`src/rtl/imuo_pkg.sv`:
```
// package for the inertial output data registers: offsets, layouts, codes
// assumes a 16-bit register read port addressed by byte address
package imuo_pkg;

  localparam int unsigned ADDR_W = 7;
  localparam int unsigned WORD_W = 16;
  localparam int unsigned AXIS_W = 32;

  // byte addresses of the even byte of each register word
  localparam logic [6:0] OFS_RATE_Y_LOW   = 7'h08;
  localparam logic [6:0] OFS_RATE_Y_HIGH  = 7'h0a;
  localparam logic [6:0] OFS_RATE_Z_LOW   = 7'h0c;
  localparam logic [6:0] OFS_RATE_Z_HIGH  = 7'h0e;
  localparam logic [6:0] OFS_ACCEL_X_LOW  = 7'h10;
  localparam logic [6:0] OFS_ACCEL_X_HIGH = 7'h12;
  localparam logic [6:0] OFS_ACCEL_Y_LOW  = 7'h14;
  localparam logic [6:0] OFS_ACCEL_Y_HIGH = 7'h16;
  localparam logic [6:0] OFS_ACCEL_Z_LOW  = 7'h18;
  localparam logic [6:0] OFS_ACCEL_Z_HIGH = 7'h1a;

  // 32-bit axis layout: high word upper half, low word lower half
  localparam int unsigned HIGH_MSB = 31;
  localparam int unsigned HIGH_LSB = 16;
  localparam int unsigned LOW_MSB  = 15;
  localparam int unsigned LOW_LSB  = 0;

  // values after reset and for unmapped reads
  localparam logic [15:0] WORD_RESET    = 16'h0000;
  localparam logic [15:0] UNMAPPED_READ = 16'h0000;

  // gyro range codes and scale factors in counts per degree per second
  localparam logic [1:0] RANGE_125  = 2'h0;
  localparam logic [1:0] RANGE_500  = 2'h1;
  localparam logic [1:0] RANGE_2000 = 2'h2;
  localparam logic [7:0] SCALE_125  = 8'ha0;
  localparam logic [7:0] SCALE_500  = 8'h28;
  localparam logic [7:0] SCALE_2000 = 8'h0a;
  localparam logic [7:0] SCALE_RESET = 8'h00;

  // read port answer state, one-hot
  typedef enum logic [1:0] {
    RD_IDLE   = 2'b01,
    RD_ANSWER = 2'b10
  } imuo_rd_state_type;

  typedef struct packed {
    logic [15:0] high;
    logic [15:0] low;
  } imuo_axis_type;

  typedef struct packed {
    logic        valid;
    logic [31:0] rate_y;
    logic [31:0] rate_z;
    logic [31:0] accel_x;
    logic [31:0] accel_y;
    logic [31:0] accel_z;
  } imuo_sample_type;

  typedef struct packed {
    logic        rd_req;
    logic        wr_req;
    logic [6:0]  addr;
    logic [15:0] wr_data;
  } imuo_req_type;

  // word address of a byte address; both bytes of a word map together
  function automatic logic [5:0] imuo_word(input logic [6:0] byte_addr);
    imuo_word = byte_addr[6:1];
  endfunction

endpackage

```
`src/rtl/imuo_axis_word.sv`:
```
// one axis result held as a high and a low register word
// assumes load is a one-cycle pulse carrying a fresh 32-bit sample
`timescale 1ns/1ps
`default_nettype none
module imuo_axis_word
  import imuo_pkg::*;
(
  input  wire logic                clk,
  input  wire logic                rstn,
  input  wire logic                load,
  input  wire logic [31:0]         sample,
  output var  imuo_pkg::imuo_axis_type axis_q
);

  imuo_axis_type axis_d;

  always_comb
  begin
    axis_d = axis_q;
    if (load)
    begin
      axis_d.high = sample[HIGH_MSB:HIGH_LSB];
      axis_d.low  = sample[LOW_MSB:LOW_LSB];
    end
  end

  // both halves load in the same edge so a pair always belongs to one sample
  always_ff @(posedge clk)
  begin
    if (!rstn)
    begin
      axis_q.high <= WORD_RESET;
      axis_q.low  <= WORD_RESET;
    end
    else
    begin
      axis_q <= axis_d;
    end
  end

endmodule
`default_nettype wire

```
`src/rtl/imuo_gyro_scale.sv`:
```
// gyro scale factor of the fitted range variant
// assumes range_sel is static in use; it is sampled every clock
`timescale 1ns/1ps
`default_nettype none
module imuo_gyro_scale
  import imuo_pkg::*;
(
  input  wire logic       clk,
  input  wire logic       rstn,
  input  wire logic [1:0] range_sel,
  output logic      [7:0] scale_q
);

  logic [7:0] scale_d;

  always_comb
  begin
    case (range_sel)
      RANGE_125:  scale_d = SCALE_125;
      RANGE_500:  scale_d = SCALE_500;
      RANGE_2000: scale_d = SCALE_2000;
      // unused code falls back to the widest range
      default:    scale_d = SCALE_2000;
    endcase
  end

  always_ff @(posedge clk)
  begin
    if (!rstn)
      scale_q <= SCALE_RESET;
    else
      scale_q <= scale_d;
  end

endmodule
`default_nettype wire

```
`src/rtl/imuo_data_regs.sv`:
```
// output data registers for y/z rate and x/y/z acceleration
// assumes a serial front end that issues 16-bit register reads by byte address
// What this block does
// - rate_y_low_word at 0x08/0x09 is a read-only word of extra y-rate resolution bits.
// - rate_y_high_word at 0x0a/0x0b is the two's-complement y rate, zero rate reading 0x0000.
// - rate_z_low_word at 0x0c/0x0d is a read-only word of extra z-rate resolution bits.
// - rate_z_high_word at 0x0e/0x0f is the two's-complement z rate, zero rate reading 0x0000.
// - each acceleration axis is one 32-bit value, high word on top and low word below.
// - accel_x_low_word at 0x10/0x11 is a read-only word of extra x-acceleration bits.
// - accel_x_high_word at 0x12/0x13 is two's-complement x acceleration, 1.25 mg a count.
// - accel_y_low_word at 0x14/0x15 is a read-only word of extra y-acceleration bits.
// - accel_y_high_word at 0x16/0x17 is two's-complement y acceleration, 1.25 mg a count.
// - accel_z_low_word at 0x18/0x19 is a read-only word of extra z-acceleration bits.
// - accel_z_high_word at 0x1a/0x1b is two's-complement z acceleration over 40 g.
// - the gyro scale factor is 160, 40 or 10 counts per deg/s for the three ranges.
`timescale 1ns/1ps
`default_nettype none
module imuo_data_regs
  import imuo_pkg::*;
(
  input  wire logic                    clk,
  input  wire logic                    rstn,
  input  wire imuo_pkg::imuo_sample_type sample_in,
  input  wire logic [1:0]              gyro_range,
  input  wire imuo_pkg::imuo_req_type  req_in,
  output logic [15:0]                  rd_data_q,
  output logic                         rd_valid,
  output logic                         rd_unmapped_q,
  output logic                         wr_ignored_q,
  output logic                         sample_ready_q,
  output logic [7:0]                   gyro_scale
);

  imuo_axis_type     rate_y;
  imuo_axis_type     rate_z;
  imuo_axis_type     accel_x;
  imuo_axis_type     accel_y;
  imuo_axis_type     accel_z;
  imuo_rd_state_type state_q;
  imuo_rd_state_type state_d;
  logic [15:0]       rd_data_d;
  logic              rd_unmapped_d;
  logic [5:0]        word_idx;

  // all five axes take the same strobe so a burst of reads sees one sample
  imuo_axis_word u_rate_y
  (
    .clk    (clk),
    .rstn   (rstn),
    .load   (sample_in.valid),
    .sample (sample_in.rate_y),
    .axis_q (rate_y)
  );

  imuo_axis_word u_rate_z
  (
    .clk    (clk),
    .rstn   (rstn),
    .load   (sample_in.valid),
    .sample (sample_in.rate_z),
    .axis_q (rate_z)
  );

  imuo_axis_word u_accel_x
  (
    .clk    (clk),
    .rstn   (rstn),
    .load   (sample_in.valid),
    .sample (sample_in.accel_x),
    .axis_q (accel_x)
  );

  imuo_axis_word u_accel_y
  (
    .clk    (clk),
    .rstn   (rstn),
    .load   (sample_in.valid),
    .sample (sample_in.accel_y),
    .axis_q (accel_y)
  );

  imuo_axis_word u_accel_z
  (
    .clk    (clk),
    .rstn   (rstn),
    .load   (sample_in.valid),
    .sample (sample_in.accel_z),
    .axis_q (accel_z)
  );

  imuo_gyro_scale u_gyro_scale
  (
    .clk       (clk),
    .rstn      (rstn),
    .range_sel (gyro_range),
    .scale_q   (gyro_scale)
  );

  assign word_idx = imuo_word(req_in.addr);

  // read decode; either byte address of a pair selects the whole word
  always_comb
  begin
    rd_data_d     = UNMAPPED_READ;
    rd_unmapped_d = 1'b0;
    case (word_idx)
      imuo_word(OFS_RATE_Y_LOW):   rd_data_d = rate_y.low;
      imuo_word(OFS_RATE_Y_HIGH):  rd_data_d = rate_y.high;
      imuo_word(OFS_RATE_Z_LOW):   rd_data_d = rate_z.low;
      imuo_word(OFS_RATE_Z_HIGH):  rd_data_d = rate_z.high;
      imuo_word(OFS_ACCEL_X_LOW):  rd_data_d = accel_x.low;
      imuo_word(OFS_ACCEL_X_HIGH): rd_data_d = accel_x.high;
      imuo_word(OFS_ACCEL_Y_LOW):  rd_data_d = accel_y.low;
      imuo_word(OFS_ACCEL_Y_HIGH): rd_data_d = accel_y.high;
      imuo_word(OFS_ACCEL_Z_LOW):  rd_data_d = accel_z.low;
      imuo_word(OFS_ACCEL_Z_HIGH): rd_data_d = accel_z.high;
      default:                     rd_unmapped_d = 1'b1;
    endcase
  end

  always_comb
  begin
    case (state_q)
      RD_IDLE:   state_d = req_in.rd_req ? RD_ANSWER : RD_IDLE;
      RD_ANSWER: state_d = req_in.rd_req ? RD_ANSWER : RD_IDLE;
      default:   state_d = RD_IDLE;
    endcase
  end

  always_ff @(posedge clk)
  begin
    if (!rstn)
      state_q <= RD_IDLE;
    else
      state_q <= state_d;
  end

  assign rd_valid = (state_q == RD_ANSWER);

  // read data is captured only on a read; no register state moves with it
  always_ff @(posedge clk)
  begin
    if (!rstn)
    begin
      rd_data_q     <= WORD_RESET;
      rd_unmapped_q <= 1'b0;
    end
    else if (req_in.rd_req)
    begin
      rd_data_q     <= rd_data_d;
      rd_unmapped_q <= rd_unmapped_d;
    end
  end

  // writes never reach the data words; they only raise a one-cycle notice
  always_ff @(posedge clk)
  begin
    if (!rstn)
      wr_ignored_q <= 1'b0;
    else
      wr_ignored_q <= req_in.wr_req;
  end

  always_ff @(posedge clk)
  begin
    if (!rstn)
      sample_ready_q <= 1'b0;
    else
      sample_ready_q <= sample_in.valid;
  end

endmodule
`default_nettype wire

```
`config.mk`:
```
export PLATFORM = sky130hd
export DESIGN_NAME = imuo_data_regs
export DESIGN_NICKNAME = d
export VERILOG_FILES = /design/src/rtl/imuo_pkg.sv /design/src/rtl/imuo_axis_word.sv /design/src/rtl/imuo_gyro_scale.sv /design/src/rtl/imuo_data_regs.sv
export SDC_FILE = /design/constraint.sdc
export NUM_CORES = 1
export LEC_CHECK = 0
export ABC_AREA = 1
export BUFFER_PORTS_ARGS = -buffer_cell sky130_fd_sc_hd__buf_4
export CORE_MARGIN = 4
export CORE_UTILIZATION = 47
export CTS_CLUSTER_DIAMETER = 120
export DETAILED_ROUTE_END_ITERATION = 7
export GPL_TIMING_DRIVEN = 0
export PLACE_DENSITY = 0.76
export SYNTH_ARGS = -nofsm -noshare
export SYNTH_HDL_FRONTEND = slang
export SYNTH_SLANG_ARGS = --single-unit
export TNS_END_PERCENT = 30
```
`constraint.sdc`:
```
create_clock -name clk -period 1.5 [get_ports clk]
set_input_delay 0.45 -clock clk [delete_from_list [all_inputs] [get_ports clk]]
set_output_delay 0.45 -clock clk [all_outputs]
set_load 0.03 [all_outputs]
```
==> results.py, run 1 <==
metrics = {
    "status": {
        "status": "complete, but fails checks",
        "violations": "negative setup slack",
    },
    "setup_path": {
        "path_delay_family": "flip-flops",
        "start_kind": "flip-flop",
        "critPathCaptureType": "output pin",
        "slowest_stage": "dfxtp_2",
        "worstPathArrival_ns": 1.08,
        "crit_buf_inv": 2,
        "crit_chain": "inv_2 > ha_4 > buf_6",
        "path_max_fanout": 1,
        "max_stage_delay_ns": 0.32,
        "critPathRequiredTime_ns": 1.05,
        "critical_path_class": "flip-flop to output pin",
    },
    "drt": {
        "vias": 8242,
        "finalWirelength_mm": 26.2,
        "first_pass_iters": 5,
        "top_layer": "met4",
        "drc": 0,
        "final_antenna_net_count": 0,
        "route.met3.wl_mm": 2.06,
        "wire_per_inst_microns": 16.5,
        "routed_via_density": 5.21,
        "wirelength_met1_mm": 10.9,
        "drtIter0Drc": 822,
        "wl_met2_mm": 12.3,
    },
    "finish": {
        "seq_area_sq_um": 3710,
        "final_nets": 1540,
        "final_cell_area_sq_um": 10400,
        "area_growth_pct": 31.5,
        "drive_gt1_share_pct": 22.5,
        "multi_input_area_sq_um": 3710,
        "nFillCells": 1527,
        "diodes": 0,
    },
    "logic_synthesis": {
        "ys_async_sr_fraction_pct": 0,
        "synth_xor_area_share_pct": 0,
        "synth_ff_type": "dfxtp_1",
        "synth_common_cells": "331 x nor2_1, 185 x dfxtp_1, 161 x o21ai_0",
        "yosys.area_share.simple_pct": 32.1,
        "ys_ff_latch": 185,
        "ys_warn_count": 0,
        "yosys-mux-area-fraction_pct": 0,
        "synth_cells": 1126,
        "synth_top_area_cell": "dfxtp_1",
        "ys_top_cells_by_area": "dfxtp_1 47%, nor2_1 16%, o21ai_0 10%",
        "seq_area_frac_synth_pct": 46.9,
        "synth_compound_area_share_pct": 13.9,
        "synth_top_family_by_area": "simple AND/OR/NAND/NOR gates",
        "synth_edf_count": 0,
        "synth_cell_types": 23,
        "synthAdderAreaFrac_pct": 0.158,
        "yosys.area.top_type_share_pct": 46.9,
        "syn_area_sq_um": 7900,
        "syn_avg_cell_area_sq_um": 7.02,
        "yosysMostFrequentCell": "nor2_1",
    },
    "pwr": {
        "ir_drop_uv": 887,
        "power_mw": 11.4,
        "leakage_nw": 4.85,
        "p_per_area_nw_per_um2": 1100,
    },
    "timing": {
        "setup_tns_ns": -0.0312,
        "tightest_slew_ns": 0.685,
        "period_share_pct": 102,
        "setup_violations": 1,
        "hold_slack_ns": 0.180,
        "fmax_ghz": 0.653,
        "rsz0062_at_grt": "yes",
        "post-route-min-period_ns": 1.53,
        "finalHoldViolCount": 0,
        "drv_slew": 0,
        "worst_clock_skew_ns": 0.00769,
        "maxSlewHeadroom_pct": 54.3,
        "finalWorstSetupSlack_ns": -0.0312,
    },
    "cts": {
        "insertion_delay_ns": 0.44,
        "cts-root-buf": "clkbuf_16",
        "numCtsBuffers": 17,
        "numClockSinks": 185,
        "hold_buffers": 0,
        "clk_pin_slew_ns": 0.06,
        "htreeDepth": 4,
        "clockBufferDepth": 2,
        "cts_tree": "done",
    },
    "grt": {
        "antenna_found_initial": 0,
        "grt_max_degree": 17,
        "grt_overflow": 0,
        "grt_pass1_vias": 7467,
        "grt_pass1_wl_mm": 38.5,
        "track_usage_pct": 26.8,
    },
    "placement": {
        "dp_hpwl_mm": 19.9,
        "io_buffers": 194,
        "dpl_cell_area_sq_um": 9640,
        "gp_congestion": 0.955,
    },
    "worst_hold_path": {
        "hp-class": "input pin to flip-flop",
    },
    "floorplan": {
        "die_h_microns": 138,
        "fp-row-count": 47,
        "die_area_sq_um": 19000,
        "initial_core_util_pct": 47.8,
        "ios": 218,
        "die_w_microns": 138,
        "coreArea_sq_um": 16500,
    },
    "run": {
        "maxCapViolCount": 0,
    },
}
-- power breakdown --
part           total, mW  switching, mW  internal, mW
clock               4.68           2.00          2.68
sequential          5.40          0.167          5.23
combinational       1.34          0.764         0.580
total               11.4           2.93          8.49
-- per-layer routing --
layer	up-vias	track usage, %
met1	3698	35.5
met5	-	0
li1	4132	-
met4	0	11.5
met2	351	42.8
met3	61	4.86
-- state kept, by name (all words and copies together), names as in the netlist --
signal                cells
u_gyro_scale.scale_q      4
rd_data_q                16
sample_ready_q            1
u_accel_x.axis_q         32
wr_ignored_q              1
state_q                   2
u_rate_y.axis_q          32
u_accel_y.axis_q         32
rd_unmapped_q             1
u_accel_z.axis_q         32
u_rate_z.axis_q          32
-- layout by cell type, fill, tap and decap left out --
master	netlist	layout
nand2_4	1	1
o21a_1	11	11
nor2_2	4	5
nor2_1	331	325
nand2_1	106	104
o21ai_0	161	161
inv_6	0	4
a21oi_2	5	5
inv_1	33	31
buf_2	27	24
clkinv_2	0	5
inv_2	1	3
buf_4	10	209
clkbuf_4	0	3
clkbuf_1	49	43
clkinv_4	0	2
dfxtp_2	0	2
clkbuf_8	0	1
nor2_4	3	8
nand2_2	1	3
buf_6	2	4
ha_4	0	1
bufinv_16	0	3
clkinv_1	2	1
clkbuf_16	0	17
nand3_1	141	141
nand4_1	16	16
clkinvlp_4	0	1
nor3_1	2	2
a21oi_1	33	33
clkbuf_2	0	6
conb_1	1	4
dfxtp_1	185	183
-- through the flow --
step	setup WS (ns)	std cells	util (%)
finish	-0.0312	1582	62.9
global route	-0.0628	1582	62.9
CTS	-0.0420	1575	62.1
detailed placement	-0.489	1543	58.4
global placement	-0.449	1543	58.4
floorplan	0.0445	1129	-
-- layout make-up --
type / count / area share [%]
Multi-Input combinational cell: 820 / 35.8
Sequential cell: 185 / 35.7
Timing Repair Buffer: 201 / 14.6
Clock buffer: 18 / 4.23
Buffer: 88 / 4.19
Tap cell: 220 / 2.65
Clock inverter: 14 / 1.64
Inverter: 36 / 1.31
-- logic make-up after synthesis --
family / count (synthesis)
and+or+nand+nor: 605
adders and majority gates: 1
AOI/OAI and AO/OA: 210
other: 1
DFF: 185
buffers and inverters: 124
-- path summary, 6_finish.rpt --
path,startpoint,end,slack (ns),depth (start not counted)
hold / removal,gyro_range[0],u_gyro_scale.scale_q[7]$_SDFF_PN0_,0.18,2
setup reg to reg,u_accel_y.axis_q[21]$_SDFFE_PN0P_,rd_data_q[5]$_SDFFE_PN0P_,0.34,6
setup / recovery,state_q[0]$_SDFF_PN1_,rd_valid,-0.03,3
hold reg to reg,u_rate_y.axis_q[5]$_SDFFE_PN0P_,u_rate_y.axis_q[5]$_SDFFE_PN0P_,0.46,2
-- repair_timing --
action | 4_1_cts | 5_1_grt
endpoints found under the setup margin | 8 | 36
pin swaps | 1 | 2
buffers inserted | 0 | 7
gates resized for setup | 7 | 28
Power figures use the tool's default switching activity.
==> inputs of run 2 (changes only) <==
- ABC_AREA: 1 -> not set
- CORE_UTILIZATION: 47 -> 48
- PLACE_DENSITY: 0.76 -> 0.77
- SETUP_SLACK_MARGIN: not set -> 0.4
==> run 2 against run 1 <==
The flow still finishes with violations (negative setup slack). Final cell count is 20% lower. Sequential cell count unchanged. Global-route usage is 0.91 points higher. First-iteration DRC count decreased by 41%. Largest cell class unchanged.
==> results.py, run 2 <==
metrics = {
    "floorplan": {
        "die_h_microns": 139,
        "fp-row-count": 47,
        "ios": 218,
        "coreArea_sq_um": 16700,
        "die_area_sq_um": 19300,
        "die_w_microns": 139,
        "initial_core_util_pct": 49.3,
    },
    "grt": {
        "grt_overflow": 0,
        "grt_max_degree": 17,
        "antenna_found_initial": 0,
        "track_usage_pct": 27.7,
        "grt_pass1_wl_mm": 41.2,
        "grt_pass1_vias": 7069,
    },
    "drt": {
        "routed_via_density": 5.51,
        "vias": 6978,
        "wire_per_inst_microns": 21.6,
        "drc": 0,
        "finalWirelength_mm": 27.4,
        "first_pass_iters": 5,
        "final_antenna_net_count": 0,
        "drtIter0Drc": 484,
    },
    "logic_synthesis": {
        "ys_top_cells_by_area": "dfxtp_1 45%, mux2i_1 23%, nor2b_1 14%",
        "ys_async_sr_fraction_pct": 0,
        "seq_area_frac_synth_pct": 45.0,
        "ys_ff_latch": 185,
        "synth_cells": 781,
        "synth_common_cells": "187 x mux2i_1, 185 x dfxtp_1, 180 x nor2b_1",
        "synth_ff_type": "dfxtp_1",
        "yosys.area.top_type_share_pct": 45.0,
        "synth_cell_types": 42,
        "ys_warn_count": 0,
        "synth_edf_count": 0,
        "yosysMostFrequentCell": "mux2i_1",
        "syn_avg_cell_area_sq_um": 10.5,
        "syn_area_sq_um": 8230,
        "synth_top_area_cell": "dfxtp_1",
    },
    "cts": {
        "htreeDepth": 4,
        "cts-root-buf": "clkbuf_16",
        "numClockSinks": 185,
        "numCtsBuffers": 17,
        "insertion_delay_ns": 0.44,
        "cts_tree": "done",
        "clockBufferDepth": 2,
        "clk_pin_slew_ns": 0.07,
        "hold_buffers": 0,
    },
    "timing": {
        "setup_violations": 1,
        "worst_clock_skew_ns": 0.00803,
        "setup_tns_ns": -0.0192,
        "tightest_slew_ns": 0.534,
        "maxSlewHeadroom_pct": 64.4,
        "period_share_pct": 101,
        "finalWorstSetupSlack_ns": -0.0192,
        "drv_slew": 0,
        "finalHoldViolCount": 0,
        "post-route-min-period_ns": 1.52,
        "fmax_ghz": 0.658,
        "rsz0062_at_grt": "yes",
    },
    "setup_path": {
        "reg2regPathDepth": 3,
        "path_max_fanout": 1,
        "critPathCaptureType": "output pin",
        "cp-startpoint": "state_q[0]$_SDFF_PN1_",
        "critPathRequiredTime_ns": 1.05,
        "worstPathArrival_ns": 1.07,
        "critical_path_class": "flip-flop to output pin",
        "start_kind": "flip-flop",
        "r2r-start": "u_rate_z.axis_q[13]$_SDFFE_PN0P_",
    },
    "placement": {
        "dp_hpwl_mm": 19.6,
        "dpl_cell_area_sq_um": 10100,
        "gp_congestion": 0.904,
        "dp_cells": 1197,
        "io_buffers": 193,
    },
    "finish": {
        "diodes": 0,
        "instances_no_fill": 1267,
        "utilization_pct": 70.0,
        "final_nets": 1225,
        "drive_gt1_share_pct": 37.5,
        "mostFrequentLayoutCells": "195 x buf_4, 179 x nor2b_1, 179 x mux2i_1, 161 x dfxtp_1, 37 x buf_6",
        "area_growth_pct": 42.0,
        "final_cell_area_sq_um": 11700,
        "final_common_cell": "buf_4",
    },
    "pwr": {
        "ir_drop_uv": 872,
        "p_per_area_nw_per_um2": 1000,
        "leakage_nw": 5.12,
    },
    "worst_hold_path": {
        "hold_start": "gyro_range[0]",
        "hp-class": "input pin to flip-flop",
        "hold_depth": 2,
    },
    "status": {
        "status": "complete, but fails checks",
        "violations": "negative setup slack",
    },
    "run": {
        "maxCapViolCount": 0,
    },
}
[run 2: changes by cell type in the layout (fill, tap and decap cells not counted), moves of 16 or more]
cell      previous run  this run
inv_1               31         3
nand3_1            141         1
nor2b_1              0       179
nand4_1             16         0
buf_2               24         8
buf_6                4        37
a21oi_1             33        10
dfxtp_2              2        24
clkbuf_1            43        16
nand2_1            104         6
o21ai_0            161        17
mux2i_1              0       179
dfxtp_1            183       161
nor2_1             325         3
[run 2: report_power, final]
group	leakage [nW]	total [mW]	switching [mW]	internal (mW)
sequential	1.54	5.37	0.181	5.19
combinational	3.30	1.74	0.788	0.951
clock	0.281	4.64	1.97	2.67
[run 2: cell families after synthesis]
| family | Yosys count | share of synthesized area, % |
|---|---|---|
| buffers and inverters | 67 | 3.86 |
| AOI/OAI and AO/OA | 95 | 8.39 |
| and+or+nand+nor | 233 | 17.6 |
| muxes | 199 | 24.9 |
| DFF | 185 | 45.0 |
| adders and majority gates | 1 | 0.152 |
| other | 1 | 0.0456 |
[run 2: area by class of cell]
cell class | instances | area (sq um)
Buffer | 63 | 586
Multi-Input combinational cell | 532 | 4520
Sequential cell | 185 | 3730
Fill cell | 1306 | 5010
Clock buffer | 21 | 450
Timing Repair Buffer | 231 | 1960
Clock inverter | 11 | 146
Inverter | 4 | 15.0
Tap cell | 220 | 275
[run 2: critical path, cell delays in order, from the launching register on]
cell	delay [ns]
dfxtp_2	0.32
inv_2	0.04
ha_4	0.14
buf_6	0.13
[run 2: worst paths after layout]
kind,end,slack (ns)
worst max-delay path,rd_valid,-0.02
worst min-delay path,u_gyro_scale.scale_q[7]$_SDFF_PN0_,0.17
worst max register to register,rd_data_q[13]$_SDFFE_PN0P_,0.18
worst min register to register,u_accel_z.axis_q[15]$_SDFFE_PN0P_,0.52
[run 2: routing by layer]
metal	vias up	share of wire, %	GRT usage [%]	wire, microns
met3	70	8.8	6.83	2410
met4	0	4.1	11.0	1120
met5	-	0	0	0
li1	3259	-	-	-
met2	354	45	43.8	12400
met1	3295	42	36.5	11400
[run 2: timing repair]
action / CTS / global route
pin swaps: 33 / 13
endpoints found under the setup margin: 81 / 116
gates resized for setup: 158 / 17
cloned: 4 / 0
setup buffers: 29 / 5
[run 2: through the flow]
step           hold slack, ns  setup slack, ns  total power [mW]
2_1_floorplan           0.474           -0.165              6.28
4_1_cts                 0.161          -0.0431              11.7
3_5_place_dp            0.499           -0.809              6.97
6_report                0.167          -0.0192              11.7
3_3_place_gp            0.490           -0.806              6.95
5_1_grt                 0.162          -0.0467              12.1
==> inputs of run 3 (changes only) <==
==> constraint.sdc (replaced) <==
create_clock -name clk -period 1.5 [get_ports clk]
set_input_delay 0.45 -clock clk [delete_from_list [all_inputs] [get_ports clk]]
set_output_delay 0.45 -clock clk [all_outputs]
set_load 0.01 [all_outputs]
==> run 3 against run 2 <==
The run now ends clean. Via count up 0.36%. Non-clock buffer count down 10. Setup slack better by 0.021 ns. First-iteration DRC count up 20%. Utilization up 0.50 points. Routed wire length up 0.15%. Worst hold slack better by 0.0059 ns. Largest power group unchanged.
==> results.py, run 3 (synthesis gave the netlist of run 2 again) <==
metrics = {
    "timing": {
        "setup_violations": 0,
        "finalHoldViolCount": 0,
        "drv_slew": 0,
        "fmax_ghz": 0.667,
        "period_share_pct": 99.9,
        "tightest_slew_ns": 0.533,
        "worst_clock_skew_ns": 0.0101,
        "post-route-min-period_ns": 1.50,
        "rsz0062_at_grt": "yes",
        "hold_slack_ns": 0.172,
        "maxSlewHeadroom_pct": 64.5,
    },
    "finish": {
        "final_common_cell": "buf_4",
        "diodes": 0,
        "mostFrequentLayoutCells": "185 x buf_4, 179 x nor2b_1, 172 x mux2i_1, 161 x dfxtp_1, 37 x buf_6",
        "final_nets": 1215,
        "final_cell_area_sq_um": 11800,
        "drive_gt1_share_pct": 39.1,
        "area_growth_pct": 43.0,
        "nFillCells": 1281,
        "utilization_pct": 70.5,
    },
    "floorplan": {
        "die_w_microns": 139,
        "ios": 218,
        "coreArea_sq_um": 16700,
        "initial_core_util_pct": 49.3,
        "die_h_microns": 139,
        "fp-row-count": 47,
        "die_area_sq_um": 19300,
    },
    "setup_path": {
        "critPathRequiredTime_ns": 1.05,
        "start_kind": "flip-flop",
        "cp-startpoint": "state_q[0]$_SDFF_PN1_",
        "reg2regPathDepth": 3,
        "rr_endpoint": "rd_data_q[13]$_SDFFE_PN0P_",
        "worstPathArrival_ns": 1.05,
        "path_max_fanout": 1,
        "critical_path_class": "flip-flop to output pin",
        "r2r_slack_ns": 0.16,
        "critPathCaptureType": "output pin",
        "r2r-start": "u_rate_z.axis_q[29]$_SDFFE_PN0P_",
    },
    "worst_hold_path": {
        "hp-class": "input pin to flip-flop",
        "hold_depth": 2,
        "hold_path_end": "u_gyro_scale.scale_q[7]$_SDFF_PN0_",
        "hold_start": "gyro_range[0]",
    },
    "cts": {
        "clockBufferDepth": 2,
        "numClockSinks": 185,
        "insertion_delay_ns": 0.44,
        "cts_tree": "done",
        "clk_pin_slew_ns": 0.07,
        "hold_buffers": 0,
        "cts-root-buf": "clkbuf_16",
        "htreeDepth": 4,
        "numCtsBuffers": 17,
    },
    "grt": {
        "grt_max_degree": 17,
        "track_usage_pct": 27.7,
        "grt_overflow": 0,
        "grt_pass1_vias": 7048,
        "grt_pass1_wl_mm": 41.3,
        "antenna_found_initial": 0,
    },
    "run": {
        "maxCapViolCount": 0,
    },
    "drt": {
        "finalWirelength_mm": 27.4,
        "drtIter0Drc": 581,
        "drc": 0,
        "vias": 7003,
        "wire_per_inst_microns": 21.8,
        "final_antenna_net_count": 0,
        "routed_via_density": 5.57,
        "first_pass_iters": 5,
    },
    "pwr": {
        "ir_drop_uv": 825,
        "power_mw": 11.7,
        "leakage_nw": 5.08,
        "p_per_area_nw_per_um2": 997,
    },
    "placement": {
        "gp_congestion": 0.904,
        "dp_hpwl_mm": 19.6,
        "dpl_cell_area_sq_um": 10100,
        "io_buffers": 193,
    },
    "status": {
        "status": "finished, final reports clean",
    },
}
## run 3: changes by cell type in the layout (fill, tap and decap cells not counted), sizes merged
cell | previous run | this run
clkbuf | 51 | 50
buf | 264 | 255
## run 3: worst max-delay path, stage by stage, from the launching register on
cell and delay (ns):
dfxtp_2 0.32, inv_2 0.04, ha_4 0.14, buf_6 0.11
## run 3: how the worst max path moves through the flow
stage                                      end  cells after the start  slack (ns)
floorplan            rd_data_q[8]$_SDFFE_PN0P_                      5       -0.16
global placement     rd_data_q[4]$_SDFFE_PN0P_                      7       -0.81
detailed placement  rd_data_q[14]$_SDFFE_PN0P_                      7       -0.81
CTS                                   rd_valid                      3       -0.02
global route                          rd_valid                      3       -0.02
finish                                rd_valid                      3       0.002
## run 3: metrics by stage
stage	std cells	setup TNS, ns	worst slack, ns
finish	1257	0	0.00166
global route	1257	-0.0234	-0.0234
CTS	1253	-0.0247	-0.0247
detailed placement	1197	-20.72	-0.809
global placement	1197	-19.50	-0.806
floorplan	784	-1.56	-0.165
## run 3: routing by layer
layer  GRT usage (%)  wire length (microns)  part of all wire (%)  vias to the layer above
met1            36.1                  11500                    42                     3334
met4            10.9                    990                   3.6                        0
met3            7.59                   2260                   8.3                       75
li1                -                      -                     -                     3246
met2            44.1                  12600                    46                      348
met5               0                      0                     0                        -
## run 3: what timing repair did
item / in CTS / in global routing
gates resized for setup: 168 / 42
buffers inserted: 21 / 4
pin swaps: 30 / 15
endpoints found under the setup margin: 81 / 120
gates cloned: 3 / 0
## run 3: final cells by class
type	instances	area [sq um]	area share, %
clock buffer	21	450	3.83
multi-input combinational	532	4680	39.7
buffer	63	594	5.05
sequential	185	3730	31.7
inverter	4	15.0	0.128
timing repair buffer	221	1880	16.0
clock inverter	11	146	1.24
tap	220	275	2.34
## run 3: where the power goes
group          leakage, nW  switching, mW  internal (mW)  total (mW)
clock network        0.281           1.96           2.67        4.63
logic                 3.27          0.772          0.952        1.72
registers             1.54          0.196           5.19        5.38
